==> src/verilog/wtc_pkg.sv <==
// shared constants and types for the watchdog timer control block
package wtc_pkg;
	// register indices as printed; byte address on the bus is four times the index
	localparam logic [7:0] WTC_CTRL_IDX = 8'h34;
	localparam logic [7:0] WTC_CODE_IDX = 8'h35;
	localparam logic [7:0] WTC_STAT_IDX = 8'h36;
	localparam logic [9:0] WTC_CTRL_ADDR = {WTC_CTRL_IDX, 2'b00};
	localparam logic [9:0] WTC_CODE_ADDR = {WTC_CODE_IDX, 2'b00};
	localparam logic [9:0] WTC_STAT_ADDR = {WTC_STAT_IDX, 2'b00};

	// control register fields
	localparam int WTC_OVF_SEL_BIT = 0;
	localparam int WTC_DTS_LSB = 1;
	localparam int WTC_EN_BIT = 3;
	localparam int WTC_TRAP_ACT_BIT = 4;
	localparam int WTC_TRAP_AREA_BIT = 5;
	localparam logic [5:0] WTC_CTRL_RESET = 6'h39;

	// status register fields
	localparam int WTC_ST_RUN_BIT = 0;
	localparam int WTC_ST_CNT_LSB = 1;
	localparam int WTC_ST_SEL_BIT = 3;
	localparam int WTC_ST_TRAP_BIT = 4;

	// control codes
	localparam logic [7:0] WTC_CODE_CLEAR = 8'h4e;
	localparam logic [7:0] WTC_CODE_DISABLE = 8'hb1;
	localparam logic [7:0] WTC_CODE_TRAP = 8'hd2;

	// divider taps: the two-stage counter adds two more bits to each detection time
	localparam int WTC_FC_LONGEST_EXP = 25;
	localparam int WTC_FS_LONGEST_EXP = 17;
	localparam int WTC_BIN_STAGES = 2;
	localparam int WTC_DIV_W = 24;

	// reset hold: at most 24 high-frequency periods; sys_clk serves as that clock
	localparam int WTC_CLK_PERIOD_PS = 10_000;
	localparam int WTC_FC_PERIOD_PS = 10_000;
	localparam int WTC_RST_MAX_FC_PERIODS = 24;
	localparam int WTC_RST_CYCLES = (WTC_RST_MAX_FC_PERIODS * WTC_FC_PERIOD_PS) / WTC_CLK_PERIOD_PS;
	localparam logic [4:0] WTC_RST_CNT_INIT = 5'(WTC_RST_CYCLES - 1);

	typedef struct packed {
		logic cpu_hold_mode;
		logic low_speed_run_mode;
		logic divider_source_select;
		logic low_freq_tick;
	} wtc_mode_s;
endpackage : wtc_pkg

==> src/verilog/wtc_divider.sv <==
// free-running prefix divider with a selectable tap
`timescale 1ns/1ps
`default_nettype none
module wtc_divider
	import wtc_pkg::*;
(
	input wire logic sys_clk,
	input wire logic nrst,
	input wire logic count_en,
	input wire logic [4:0] tap_shift,
	output logic tick
);
	typedef struct packed {
		logic [WTC_DIV_W-1:0] cnt;
	} wtc_div_s;

	wtc_div_s st_q, st_d;
	logic [WTC_DIV_W-1:0] mask;

	always_comb begin
		st_d = st_q;
		mask = (WTC_DIV_W'(1) << tap_shift) - WTC_DIV_W'(1);
		// only the count pauses; the tap position never resets the divider
		if (count_en) begin
			st_d.cnt = st_q.cnt + WTC_DIV_W'(1);
		end
		tick = count_en && ((st_q.cnt & mask) == mask);
	end

	always_ff @(posedge sys_clk or negedge nrst) begin
		if (!nrst) begin
			st_q <= '0;
		end else begin
			st_q <= st_d;
		end
	end
endmodule : wtc_divider
`default_nettype wire

==> src/verilog/wtc_reset_stretch.sv <==
// holds the internal reset request for a fixed number of cycles
`timescale 1ns/1ps
`default_nettype none
module wtc_reset_stretch
	import wtc_pkg::*;
(
	input wire logic sys_clk,
	input wire logic nrst,
	input wire logic trigger,
	output logic active
);
	typedef struct packed {
		logic act;
		logic [4:0] cnt;
	} wtc_rst_s;

	wtc_rst_s st_q, st_d;

	always_comb begin
		st_d = st_q;
		if (st_q.act) begin
			if (st_q.cnt == 5'h0) begin
				st_d.act = 1'b0;
			end else begin
				st_d.cnt = st_q.cnt - 5'h1;
			end
		end else if (trigger) begin
			st_d.act = 1'b1;
			st_d.cnt = WTC_RST_CNT_INIT;
		end
	end

	assign active = st_q.act;

	always_ff @(posedge sys_clk or negedge nrst) begin
		if (!nrst) begin
			st_q <= '0;
		end else begin
			st_q <= st_d;
		end
	end
endmodule : wtc_reset_stretch
`default_nettype wire

==> src/verilog/wtc_watchdog.sv <==
// watchdog timer with avalon-mm register access
//
// Decided for this implementation: register access over Avalon-MM.
`timescale 1ns/1ps
`default_nettype none
module wtc_watchdog
	import wtc_pkg::*;
#(
	// exponents of the longest detection times; lower them to shorten simulation
	parameter int FC_LONGEST_EXP = WTC_FC_LONGEST_EXP,
	parameter int FS_LONGEST_EXP = WTC_FS_LONGEST_EXP
) (
	input wire logic sys_clk,
	input wire logic nrst,
	input wire logic [9:0] address,
	input wire logic read,
	input wire logic write,
	input wire logic [31:0] writedata,
	input wire logic [3:0] byteenable,
	output logic [31:0] readdata,
	output logic waitrequest,
	input wire wtc_mode_s mode,
	output logic watchdog_nmi_request,
	output logic wd_reset_request,
	output logic trap_area_commit
);
	typedef struct packed {
		logic ack;
		logic waitreq;
		logic [31:0] rdata;
		logic wd_run_enable;
		logic run;
		logic [1:0] detect_time_select;
		logic overflow_action_select;
		logic trap_action_select;
		logic trap_area_select;
		logic trap_commit;
		logic [1:0] bin_cnt;
		logic nmi;
	} wtc_state_s;

	wtc_state_s st_q, st_d;

	logic slow_src;
	logic [4:0] fc_shift;
	logic [4:0] fs_shift;
	logic fc_tick;
	logic fs_tick;
	logic div_tick;
	logic overflow;
	logic rst_active;
	logic wr_take;
	logic rd_take;
	logic [7:0] wbyte;

	// outside cpu hold mode, fast source counts every cycle; slow source counts on each low-frequency strobe
	assign slow_src = mode.divider_source_select | mode.low_speed_run_mode;
	assign fc_shift = 5'(FC_LONGEST_EXP - WTC_BIN_STAGES - 2 * int'(st_q.detect_time_select));
	assign fs_shift = 5'(FS_LONGEST_EXP - WTC_BIN_STAGES - 2 * int'(st_q.detect_time_select));

	wtc_divider u_fc_div (
		.sys_clk(sys_clk),
		.nrst(nrst),
		.count_en(!mode.cpu_hold_mode),
		.tap_shift(fc_shift),
		.tick(fc_tick)
	);

	wtc_divider u_fs_div (
		.sys_clk(sys_clk),
		.nrst(nrst),
		.count_en(!mode.cpu_hold_mode && mode.low_freq_tick),
		.tap_shift(fs_shift),
		.tick(fs_tick)
	);

	assign div_tick = slow_src ? fs_tick : fc_tick;
	assign overflow = st_q.run && div_tick && (st_q.bin_cnt == 2'b11);

	wtc_reset_stretch u_rst (
		.sys_clk(sys_clk),
		.nrst(nrst),
		.trigger(overflow && st_q.overflow_action_select),
		.active(rst_active)
	);

	// a write is served at the edge where waitrequest is seen low; a read is sampled one edge earlier, while it is high
	assign wr_take = write && st_q.ack;
	assign rd_take = read && !st_q.ack;
	assign wbyte = writedata[7:0];

	always_comb begin
		st_d = st_q;
		st_d.nmi = 1'b0;
		st_d.ack = (read || write) && !st_q.ack;
		// own flop so the bus pin has no gate after the register
		st_d.waitreq = !st_d.ack;

		if (rd_take) begin
			st_d.rdata = '0;
			// control and code registers read as zero; only status shows state
			if (address == WTC_STAT_ADDR) begin
				st_d.rdata[WTC_ST_RUN_BIT] = st_q.run;
				st_d.rdata[WTC_ST_CNT_LSB +: 2] = st_q.bin_cnt;
				st_d.rdata[WTC_ST_SEL_BIT] = st_q.overflow_action_select;
				st_d.rdata[WTC_ST_TRAP_BIT] = st_q.trap_commit;
			end else if (address == WTC_CTRL_ADDR) begin
				st_d.rdata = '0;
			end
		end

		// counting and overflow
		if (st_q.run) begin
			if (div_tick) begin
				st_d.bin_cnt = st_q.bin_cnt + 2'b01;
			end
		end else begin
			st_d.bin_cnt = 2'b00;
		end
		if (overflow && !st_q.overflow_action_select) begin
			// no master-flag input: the request cannot be masked here
			st_d.nmi = 1'b1;
		end

		// register writes
		if (wr_take && byteenable[0]) begin
			if (address == WTC_CTRL_ADDR) begin
				st_d.wd_run_enable = wbyte[WTC_EN_BIT];
				st_d.detect_time_select = wbyte[WTC_DTS_LSB +: 2];
				st_d.overflow_action_select = st_q.overflow_action_select & wbyte[WTC_OVF_SEL_BIT];
				st_d.trap_action_select = wbyte[WTC_TRAP_ACT_BIT];
				st_d.trap_area_select = wbyte[WTC_TRAP_AREA_BIT];
				if (wbyte[WTC_EN_BIT]) begin
					st_d.run = 1'b1;
				end
			end else if (address == WTC_CODE_ADDR) begin
				case (wbyte)
					WTC_CODE_CLEAR: begin
						st_d.bin_cnt = 2'b00;
					end
					WTC_CODE_DISABLE: begin
						if (!st_q.wd_run_enable) begin
							st_d.run = 1'b0;
							st_d.bin_cnt = 2'b00;
						end
					end
					WTC_CODE_TRAP: begin
						st_d.trap_commit = st_q.trap_area_select;
					end
					default: begin
					end
				endcase
			end
		end

		// watchdog reset reinitialises the control fields, counter and requests, but not the dividers or bus flops, as part of the internal hardware
		if (rst_active) begin
			st_d.wd_run_enable = WTC_CTRL_RESET[WTC_EN_BIT];
			st_d.run = 1'b1;
			st_d.detect_time_select = WTC_CTRL_RESET[WTC_DTS_LSB +: 2];
			st_d.overflow_action_select = WTC_CTRL_RESET[WTC_OVF_SEL_BIT];
			st_d.trap_action_select = WTC_CTRL_RESET[WTC_TRAP_ACT_BIT];
			st_d.trap_area_select = WTC_CTRL_RESET[WTC_TRAP_AREA_BIT];
			st_d.trap_commit = 1'b0;
			st_d.bin_cnt = 2'b00;
			st_d.nmi = 1'b0;
		end
	end

	always_ff @(posedge sys_clk or negedge nrst) begin
		if (!nrst) begin
			st_q.ack <= 1'b0;
			st_q.waitreq <= 1'b1;
			st_q.rdata <= '0;
			st_q.wd_run_enable <= WTC_CTRL_RESET[WTC_EN_BIT];
			st_q.run <= 1'b1;
			st_q.detect_time_select <= WTC_CTRL_RESET[WTC_DTS_LSB +: 2];
			st_q.overflow_action_select <= WTC_CTRL_RESET[WTC_OVF_SEL_BIT];
			st_q.trap_action_select <= WTC_CTRL_RESET[WTC_TRAP_ACT_BIT];
			st_q.trap_area_select <= WTC_CTRL_RESET[WTC_TRAP_AREA_BIT];
			st_q.trap_commit <= 1'b0;
			st_q.bin_cnt <= 2'b00;
			st_q.nmi <= 1'b0;
		end else begin
			st_q <= st_d;
		end
	end

	assign readdata = st_q.rdata;
	assign waitrequest = st_q.waitreq;
	assign watchdog_nmi_request = st_q.nmi;
	assign wd_reset_request = rst_active;
	assign trap_area_commit = st_q.trap_commit;
endmodule : wtc_watchdog
`default_nettype wire

==> config.mk <==
export PLATFORM = sky130hd
export DESIGN_NAME = wtc_watchdog
export DESIGN_NICKNAME = d
export VERILOG_FILES = /design/src/verilog/wtc_pkg.sv /design/src/verilog/wtc_divider.sv /design/src/verilog/wtc_reset_stretch.sv /design/src/verilog/wtc_watchdog.sv
export SDC_FILE = /design/constraint.sdc
export NUM_CORES = 1
export LEC_CHECK = 0
export ABC_AREA = 1
export BUFFER_PORTS_ARGS = -buffer_cell sky130_fd_sc_hd__buf_2
export CAP_MARGIN = 15
export CELL_PAD_IN_SITES_DETAIL_PLACEMENT = 1
export CELL_PAD_IN_SITES_GLOBAL_PLACEMENT = 2
export CORE_ASPECT_RATIO = 0.75
export CORE_UTILIZATION = 34
export DETAILED_ROUTE_END_ITERATION = 10
export PLACE_DENSITY = 0.87
export SETUP_SLACK_MARGIN = 0.5
export SLEW_MARGIN = 40
export SYNTH_ARGS = -nofsm -noshare
export SYNTH_HDL_FRONTEND = slang
export SYNTH_SLANG_ARGS = --single-unit
==> constraint.sdc <==
create_clock -name sys_clk -period 4.75 [get_ports sys_clk]
set_input_delay 0.95 -clock sys_clk [delete_from_list [all_inputs] [get_ports sys_clk]]
set_output_delay 0.95 -clock sys_clk [all_outputs]
set_load 0.02 [all_outputs]
==> results summary, run 1 <==
The finished layout holds around 750 standard cells, fillers aside. The chip width came out at about 130 µm. The detailed placement HPWL came out at ~8000 µm. The largest individual stage delay along the critical path comes from the cell sky130_fd_sc_hd__dfrtp_1. The tree is rooted in a sky130_fd_sc_hd__clkbuf_16. The max-slew violation count came out at 0. Dividing the final minimum period by the clock period gives 0.438. The core area is 11800 µm². The overall track demand over capacity in global routing came out at 0.171. The number of resized instances in the post-cts repair step came out at 0.

In this run, synthesis produced a sequential element count of approximately 70. The post-CTS repair timing setup buffer count is 0. The post-synthesis mux area share is 0. The critical path is of the reg2out type. The buffers plus inverters on the worst setup path came out at 1. Setup repair after global routing left no endpoint under its margin. The number of H-tree levels came out at 3. The worst hold-check slack is 0.478 ns. The number of antenna violations at the first check in global routing came to 0. The fraction of synthesized cell area in xor and xnor cells is 0.0726. The most common cell after layout, fill and taps aside is sky130_fd_sc_hd__nand2_1. The first-pass GRT wire length came out at between 15000 and 20000 µm. Synthesis handed over a netlist of roughly 550 instances. The number of global-route vias before repair is about 3600. The worst hold path class is reg2reg. The combinational family with the most area after synthesis is simple AND/OR/NAND/NOR gates. The slew at the pin with the worst max-slew slack is 0.635 ns. The number of buffers between clock root and the deepest sink is 2. The number of filler instances in the final layout came out at between 1500 and 2000. The I/O pin total came out at 90. The routed via count divided by cell count came out at between 4 and 5. In the routed design, unresolved DRC markers number 0. The number of diodes is 0. The tree built by TritonCTS fans out to roughly 70 sinks. In the final timing run, aggregate negative setup slack is 0 ns. From bottom edge to top edge, the die measures between 90 and 100 µm. Before antenna repair, the detailed router went through 4 iterations. The power per unit of standard cell area is between 300 and 400 nW/µm².

Of the total synthesized cell area, the portion taken by AND, OR, NAND and NOR gates is 0.340. The mean area per synthesized cell came out at between 7 and 8 µm². Setup violations remaining at the end of the flow were counted as 0. The critical path goes through buf_2. The worst path needs 2.08 ns of the cycle, external delays included. After detailed placement, the design holds a cell count of 737. The post-synth design cell area came out at ~4200 µm². The residual overflow from global routing came out at 0. The tool flagged a number of max-cap violations equal to 0.

STA classifies the critical path startpoint as a flip-flop. Of the cells placed in the final design, the portion with a size suffix greater than 1 is 0.129. The count of unique library cells instantiated by Yosys came out at 30. The relative max-transition margin is 0.576. STA classifies the critical path endpoint as an output port. The number of design-rule violations left by the first detailed-router iteration is 140. The power consumption came out at around 1600 µW. The die covers approximately 13000 µm².

Entering global routing, the biggest net connects 49 pins. The clock skew came out at around 0.010 ns. The leakage dissipation came out at between 0.002 and 0.0025 µW.

For this block, the routed nets add up to 10000 µm of wire. At the end of routability-driven placement, the weighted congestion stood at approximately 0.81. Grouping stages by cell kind, the critical path spends the most delay in flip-flops. The clock insertion delay at the later pin of the skew report came out at 0.33 ns. The post-route antenna net violation count is 0. For the worst setup path, the data required time is about 3.8 ns. The fmax is around 480 MHz.

The flow ran to the end, and the final reports show no timing, DRC or antenna violations. The fraction of the mapped netlist area in adder cells came out at 0.0148. The register clock-pin slew on the reported worst setup and hold paths is ~0.050 ns. The cell row count is 34. The count of port buffers added during placement is 35. The highest net fanout along the worst path is 9.

The number of vias after detailed routing came out at roughly 3400. TritonCTS built the clock tree. For this run, the slowest stage of the critical path takes roughly 0.56 ns. The area overhead of the layout relative to synthesis is 12.5%. The fraction of the yosys area taken by sequential cells came out at 0.422. VDD sags by at most between 0.0001 and 0.00015 V. Leaving out fill and tap cells, the most frequent cells in the layout are 165 x sky130_fd_sc_hd__nand2_1, 76 x sky130_fd_sc_hd__inv_1, 66 x sky130_fd_sc_hd__dfrtp_1, 50 x sky130_fd_sc_hd__nor2_1, 35 x sky130_fd_sc_hd__buf_2.

The complex-gate fraction of the synthesized area was 0.0225. At the worst endpoint, the arrival time is approximately 1.1 ns. For this run, the number of Yosys warnings is 0. The hold buffer count at CTS came out at 0. The average wire per standard cell is around 13 µm. The number of buffers inserted during clock tree synthesis came out at 9. The initial utilization of the core area, before any placement, comes to 0.357. The hold violation count in the final report came to 0. In the final design database the tool counted 645 nets.
==> power breakdown <==
group	total, µW	internal [µW]	switching [µW]
registers	723	662	60.8
clock network	656	403	253
logic	220	73.8	146
total	1600	1140	460
==> worst paths after layout <==
check | start | to | slack [ns] | cells past startpoint
hold reg to reg | readdata[3] | readdata[3] | 0.48 | 2
max in group asynchronous | nrst | u_rst.st_q[2] | 3.07 | 2
setup reg to reg | st_q[7] | u_rst.st_q[3] | 2.82 | 10
hold / removal | readdata[3] | readdata[3] | 0.48 | 2
min in group asynchronous | nrst | u_fc_div.st_q[9] | 0.62 | 1
setup / recovery | u_rst.active | wd_reset_request | 2.67 | 1
==> registers in the layout, indices dropped and copies added (netlist names) <==
name,count
readdata,5
st_q,9
trap_area_commit,1
u_fc_div.st_q,24
u_fs_div.st_q,24
u_rst.active,1
u_rst.st_q,5
waitrequest,1
watchdog_nmi_request,1
==> cell usage after synthesis <==
| cell | count | share of area |
|---|---|---|
| sky130_fd_sc_hd__buf_4 | 32 | 0.057 |
| sky130_fd_sc_hd__ha_1 | 5 | 0.015 |
| sky130_fd_sc_hd__nand2_1 | 165 | 0.15 |
| sky130_fd_sc_hd__nand2_4 | 3 | 0.0080 |
| sky130_fd_sc_hd__dfstp_2 | 5 | 0.031 |
| sky130_fd_sc_hd__or2_2 | 1 | 0.0015 |
| sky130_fd_sc_hd__nand3_4 | 3 | 0.012 |
| sky130_fd_sc_hd__nand2_2 | 1 | 0.0015 |
| sky130_fd_sc_hd__inv_4 | 1 | 0.0015 |
| sky130_fd_sc_hd__inv_1 | 76 | 0.068 |
| sky130_fd_sc_hd__o31ai_1 | 4 | 0.0071 |
| sky130_fd_sc_hd__dfrtp_1 | 66 | 0.39 |
| sky130_fd_sc_hd__nand3_2 | 1 | 0.0024 |
| sky130_fd_sc_hd__nor3_2 | 1 | 0.0024 |
| sky130_fd_sc_hd__nor3_1 | 21 | 0.025 |
| sky130_fd_sc_hd__xor2_1 | 24 | 0.050 |
| sky130_fd_sc_hd__nor2_1 | 50 | 0.044 |
| sky130_fd_sc_hd__nand3b_1 | 5 | 0.0089 |
| sky130_fd_sc_hd__a21oi_1 | 5 | 0.0059 |
| sky130_fd_sc_hd__nand4_1 | 11 | 0.016 |
| sky130_fd_sc_hd__nor2_8 | 1 | 0.0047 |
| sky130_fd_sc_hd__nor4_1 | 1 | 0.0015 |
| sky130_fd_sc_hd__conb_1 | 1 | 0.00089 |
| sky130_fd_sc_hd__and2_1 | 1 | 0.0015 |
| sky130_fd_sc_hd__nor2_4 | 8 | 0.021 |
| sky130_fd_sc_hd__nor3b_1 | 2 | 0.0036 |
| sky130_fd_sc_hd__xnor2_1 | 11 | 0.023 |
| sky130_fd_sc_hd__o21ai_0 | 8 | 0.0095 |
| sky130_fd_sc_hd__clkbuf_1 | 1 | 0.00089 |
| sky130_fd_sc_hd__nand3_1 | 32 | 0.038 |
==> routing by layer <==
metal  GRT usage  vias up  part of all wire
li1            -     1715                 -
met1       0.236     1638              0.50
met2       0.271       43              0.47
met3      0.0440        2             0.024
met4      0.0371        0            0.0049
met5           0        -                 0
==> cells by family (layout without fill, tap and decap cells) <==
kind of cell | count (synthesis) | after routing
other | 1 | 27
adder cells (fa/ha/maj) | 5 | 5
AND/OR/NAND/NOR | 307 | 307
AO/OA/AOI/OAI | 17 | 17
buffers and inverters | 110 | 129
flip-flops | 71 | 71
XOR/XNOR | 35 | 35
==> layout make-up <==
cell class	count	area, µm²	share of cell area
multi-input combinational	391	2010	0.422
sequential	71	1780	0.375
inverter	77	292	0.0614
clock buffer	11	233	0.0490
tap	162	203	0.0427
timing repair buffer	36	183	0.0385
clock inverter	5	50.0	0.0105
==> through the flow <==
stage                     cell area [µm²]  utilization  worst slack [ns]
after CTS                            4740        0.401              2.66
after floorplan                      4320            -              2.83
after global routing                 4750        0.402              2.61
final                                4750        0.402              2.67
after detailed placement             4460        0.377              2.37
after global placement               4460        0.377              2.44
(Power assumes the default switching activity.)
==> run 2: changes to the inputs <==
- ABC_AREA: 1 -> 0
- CORE_UTILIZATION: 34 -> 30
- PLACE_DENSITY: 0.87 -> 0.77
- clock period: 4.75 -> 1.8 ns (I/O delays scaled with it)
==> run 2 against run 1 <==
- the run now ends with setup timing left
- clock skew decreased by 0.0050 ns
- clock power increased to 2.5 times the previous value
- sequential power increased to 2.6 times the previous value
- wire length decreased by 11%
- final area increased by 13%
- clock-buffer cell count increased by 2
- final cell count decreased by 19%
- sequential share of layout area decreased by 4.3 points
- critical endpoint is now u_rst.st_q[0]
- largest cell class unchanged
==> results summary, run 2 <==
The maximum cell stage delay along the critical path came out at 0.39 ns (was 0.56 ns). The number of search-and-repair iterations in the first detailed-routing pass is 4 (unchanged). The chip width was 128 µm (was 131 µm).

The core area is 11600 µm² (was 11800 µm²). The buffers plus inverters on the worst setup path is 3 (was 1). The number of H-tree levels came to 3 (unchanged). The number of buffers between clock root and the deepest sink is 2 (unchanged).

The max-capacitance violation count is 0 (unchanged). The overall routed net length came out at 8980 µm (was 10000 µm). The number of nets in the finished design came out at 502 (was 645). The share of flip-flops with an asynchronous set or reset is 1.00 (unchanged). The share of power burned in the clock network is 0.361 (was 0.410). The prevailing post-synth register cell is sky130_fd_sc_hd__dfrtp_1 (unchanged).

The category of the critical setup timing path is reg2reg (was reg2out). The required arrival time at the worst endpoint is 2.01 ns (was 3.80 ns). The I/O pin total is 90 (unchanged). The number of standard cells in the layout, taps in and fillers out came out at 610 (was 753). The average wire per standard cell came out at 14.7 µm (was 13.3 µm). The CTS root buffer was sky130_fd_sc_hd__clkbuf_16 (unchanged). The worst-case register-to-register setup slack was -0.14 ns (was 2.82 ns).

The placer congestion estimate came to 0.756 (was 0.809). The number of design-rule violations left by the first detailed-router iteration came to 87 (was 140). Commonest cells after routing, fill and taps aside: 65 x sky130_fd_sc_hd__dfrtp_1, 43 x sky130_fd_sc_hd__buf_4, 35 x sky130_fd_sc_hd__buf_6, 27 x sky130_fd_sc_hd__conb_1, 27 x sky130_fd_sc_hd__buf_2 (was 165 x sky130_fd_sc_hd__nand2_1, 76 x sky130_fd_sc_hd__inv_1, 66 x sky130_fd_sc_hd__dfrtp_1, 50 x sky130_fd_sc_hd__nor2_1, 35 x sky130_fd_sc_hd__buf_2).

The fraction of synthesized cell area taken by the top area cell type came to 0.462 (was 0.391). The worst-case vdd ir drop came out at 0.000450 V (was 0.000134 V). The checks that failed: setup timing. The max-slew violation count came out at 0 (unchanged).

The clock sink count came to 71 (unchanged). Top cells by area, synth: sky130_fd_sc_hd__dfrtp_1 46%, sky130_fd_sc_hd__xnor2_1 8.3%, sky130_fd_sc_hd__buf_4 6.7%, sky130_fd_sc_hd__dfstp_2 3.7%, sky130_fd_sc_hd__nand2_1 3.7% (was sky130_fd_sc_hd__dfrtp_1 39%, sky130_fd_sc_hd__nand2_1 15%, sky130_fd_sc_hd__inv_1 6.8%, sky130_fd_sc_hd__buf_4 5.7%, sky130_fd_sc_hd__xor2_1 5.0%). The leakage dissipation came to 0.00260 µW (was 0.00248 µW). Commonest cells post-synth: 66 x sky130_fd_sc_hd__dfrtp_1, 35 x sky130_fd_sc_hd__nand2_1, 34 x sky130_fd_sc_hd__xnor2_1 (was 165 x sky130_fd_sc_hd__nand2_1, 76 x sky130_fd_sc_hd__inv_1, 66 x sky130_fd_sc_hd__dfrtp_1). The die boundary height is 96.5 µm (was 98.5 µm).

Largest registers in the final layout: u_fc_div.st_q: 24 flops, u_fs_div.st_q: 24 flops, st_q: 9 flops (unchanged). The area overhead of the layout relative to synthesis came to 50.3% (was 12.5%). The residual overflow from global routing is 0 (unchanged). The number of vias after detailed routing is 2746 (was 3398). The fraction of the yosys area taken by sequential cells is 0.499 (was 0.422). The combinational cell fraction of total power came out at 0.224 (was 0.138). The final design utilization is 0.462 (was 0.402). The number of global-route vias before repair came out at 2775 (was 3563).

The most common cell after layout, fill and taps aside is sky130_fd_sc_hd__dfrtp_1 (was sky130_fd_sc_hd__nand2_1). The routed via count divided by cell count is 4.50 (was 4.51). The overall track demand over capacity in global routing came out at 0.151 (was 0.171).

The most common cell in the netlist was sky130_fd_sc_hd__dfrtp_1 (was sky130_fd_sc_hd__nand2_1). Subtracting the final worst setup slack from the clock period gives ~1.9 ns. The internal power came out at 3330 µW (was 1140 µW). The detailed placement HPWL came to 5740 µm (was 7820 µm). The number of buffers inserted during clock tree synthesis was 9 (unchanged). The fmax came out at 515 MHz.

The number of diodes is 0 (unchanged). The clock skew came out at 0.00543 ns (was 0.0104 ns). The register clock-pin slew on the reported worst setup and hold paths is 0.06 ns (was 0.05 ns). The post-placement cell count came out at 544 (was 737).

The switching power is 1280 µW (was 460 µW). The sort of element at the end of the critical path is a flip-flop (was output port). The pin count of the biggest net entering global routing was 58 (was 49). The CTS tree is built (unchanged). The final cycle utilization of the critical path is 1.08. The slowest stage cell on the critical path is sky130_fd_sc_hd__dfrtp_1 (unchanged). The cell that appears most often on the critical path is sky130_fd_sc_hd__buf_6. The largest area contributor in the netlist is sky130_fd_sc_hd__dfrtp_1 (unchanged). The fraction of final layout cells with drive strength greater than 1 was 0.487 (was 0.129). The initial core utilization came to 0.308 (was 0.357). The clock insertion delay at the later pin of the skew report was 0.33 ns (about the same). The mean area per synthesized cell is 10.8 µm² (was 7.73 µm²). The worst hold path class was in2reg (was reg2reg).

The count of port buffers added during placement was 35 (unchanged). The highest net fanout along the worst path is 5 (was 9). The net switching share of the total power was 0.277 (was 0.288). The count of unique library cells instantiated by Yosys is 49 (was 30). The setup-violating endpoint count in the final report came out at 8 (was 0). The number of register bits inferred by synthesis came to 71 (unchanged).

The worst setup margin is -0.141 ns (was 2.67 ns). The sequential fraction of design power is 0.415 (was 0.452). The family with the most delay on the worst path is compound AO/OA/AOI/OAI gates (was flip-flops). The number of warnings printed during yosys synthesis is 0 (unchanged). Status: finished with violations (was completed). The number of flops mapped to enable cells by yosys came out at 0 (unchanged). The power per unit of standard cell area is 857 nW/µm² (was 337 nW/µm²). The DRC violation count after routing is 0 (unchanged). The number of antenna violations at the first check in global routing is 0 (unchanged). The sort of element at the start of the critical path is a flip-flop (unchanged). The worst hold-check slack was 0.257 ns (was 0.478 ns). Cell-by-cell trace of the critical path: nor2_2, buf_4, ha_4, buf_6, o22ai_4, a21oi_2, and3_4, o2111ai_4, buf_6, nand2_2 (was buf_2). The post-route antenna net violation count came out at 0 (unchanged). The first-pass GRT wire length is 14100 µm (was 17300 µm). The cell row count is 34 (unchanged). Unrepaired setup endpoints after global routing: yes (was no). The data arrival time of the worst path was 2.16 ns (was 1.13 ns).

The post-synth design cell area was 3570 µm² (was 4220 µm²). The overall die area came out at 12400 µm² (was 12900 µm²). The hold violation count in the final report came out at 0 (unchanged).

The post-synthesis instance total came out at 331 (was 546).
[run 2: stage by stage]
stage | cell area [µm²] | TNS, ns | total power [µW] | setup WS [ns]
2_1_floorplan | 3810 | -0.0208 | 2290 | -0.0208
3_3_place_gp | 4130 | -0.666 | 2470 | -0.157
3_5_place_dp | 4130 | -1.04 | 2510 | -0.211
4_1_cts | 4910 | -0.828 | 4380 | -0.171
5_1_grt | 5370 | -1.62 | 4840 | -0.211
6_report | 5370 | -0.644 | 4600 | -0.141
[run 2: logic make-up (layout without fill, tap and decap cells)]
group | after synthesis | count (layout) | share of synthesized area
AO/OA/AOI/OAI | 30 | 30 | 0.0620
flip-flops | 71 | 71 | 0.499
XOR/XNOR | 49 | 49 | 0.120
multiplexers | 6 | 6 | 0.0175
AND/OR/NAND/NOR | 122 | 122 | 0.200
buffers and inverters | 47 | 138 | 0.0833
adder cells (fa/ha/maj) | 5 | 5 | 0.0175
other | 1 | 27 | 0.00105
[run 2: timing repair]
action,4_1_cts,5_1_grt
hold buffers,1,0
buffers inserted,30,19
hold endpoints to repair,14,0
pin swaps,46,32
endpoints found under the setup margin,53,60
resized for setup,63,65
[run 2: per-layer routing]
layer  up-vias  track usage  share of wire
li1       1313            -              -
met1      1387        0.198           0.46
met2        40        0.244           0.50
met3         6       0.0385          0.025
met4         0       0.0500          0.011
met5         -            0              0
[run 2: final timing paths]
check                                   from                 to  cells after the start
min in group asynchronous               nrst        readdata[4]                      2
min reg2reg                u_fs_div.st_q[23]  u_fs_div.st_q[23]                      1
max                                  st_q[8]      u_rst.st_q[0]                     10
max in group asynchronous               nrst            st_q[4]                      3
max reg2reg                          st_q[8]      u_rst.st_q[0]                     10
min                             writedata[3]            st_q[9]                      3
[run 2: power groups by stage]
stage / sequential, µW / clock (µW) / combinational (µW)
after global placement: 1920 / 0 / 544
final: 1910 / 1660 / 1030
after CTS: 1890 / 1710 / 773
after floorplan: 1930 / 0 / 359
after detailed placement: 1940 / 0 / 573
after global routing: 1930 / 1790 / 1130
[run 2: final cells by class]
| class | instances | area (µm²) |
|---|---|---|
| Inverter | 14 | 52.6 |
| Fill cell | 1250 | 6240 |
| Sequential cell | 71 | 1780 |
| Clock inverter | 3 | 17.5 |
| Timing Repair Buffer | 108 | 897 |
| Tap cell | 162 | 203 |
| Multi-Input combinational cell | 239 | 2160 |
| Clock buffer | 13 | 260 |
[run 2: worst register-to-register path: stages (launching register included)]
cell	delay, ns
sky130_fd_sc_hd__dfrtp_1	0.39
sky130_fd_sc_hd__nor2_2	0.15
sky130_fd_sc_hd__buf_4	0.14
sky130_fd_sc_hd__ha_4	0.20
sky130_fd_sc_hd__buf_6	0.11
sky130_fd_sc_hd__o22ai_4	0.13
sky130_fd_sc_hd__a21oi_2	0.06
sky130_fd_sc_hd__and3_4	0.16
sky130_fd_sc_hd__o2111ai_4	0.30
sky130_fd_sc_hd__buf_6	0.15
sky130_fd_sc_hd__nand2_2	0.04
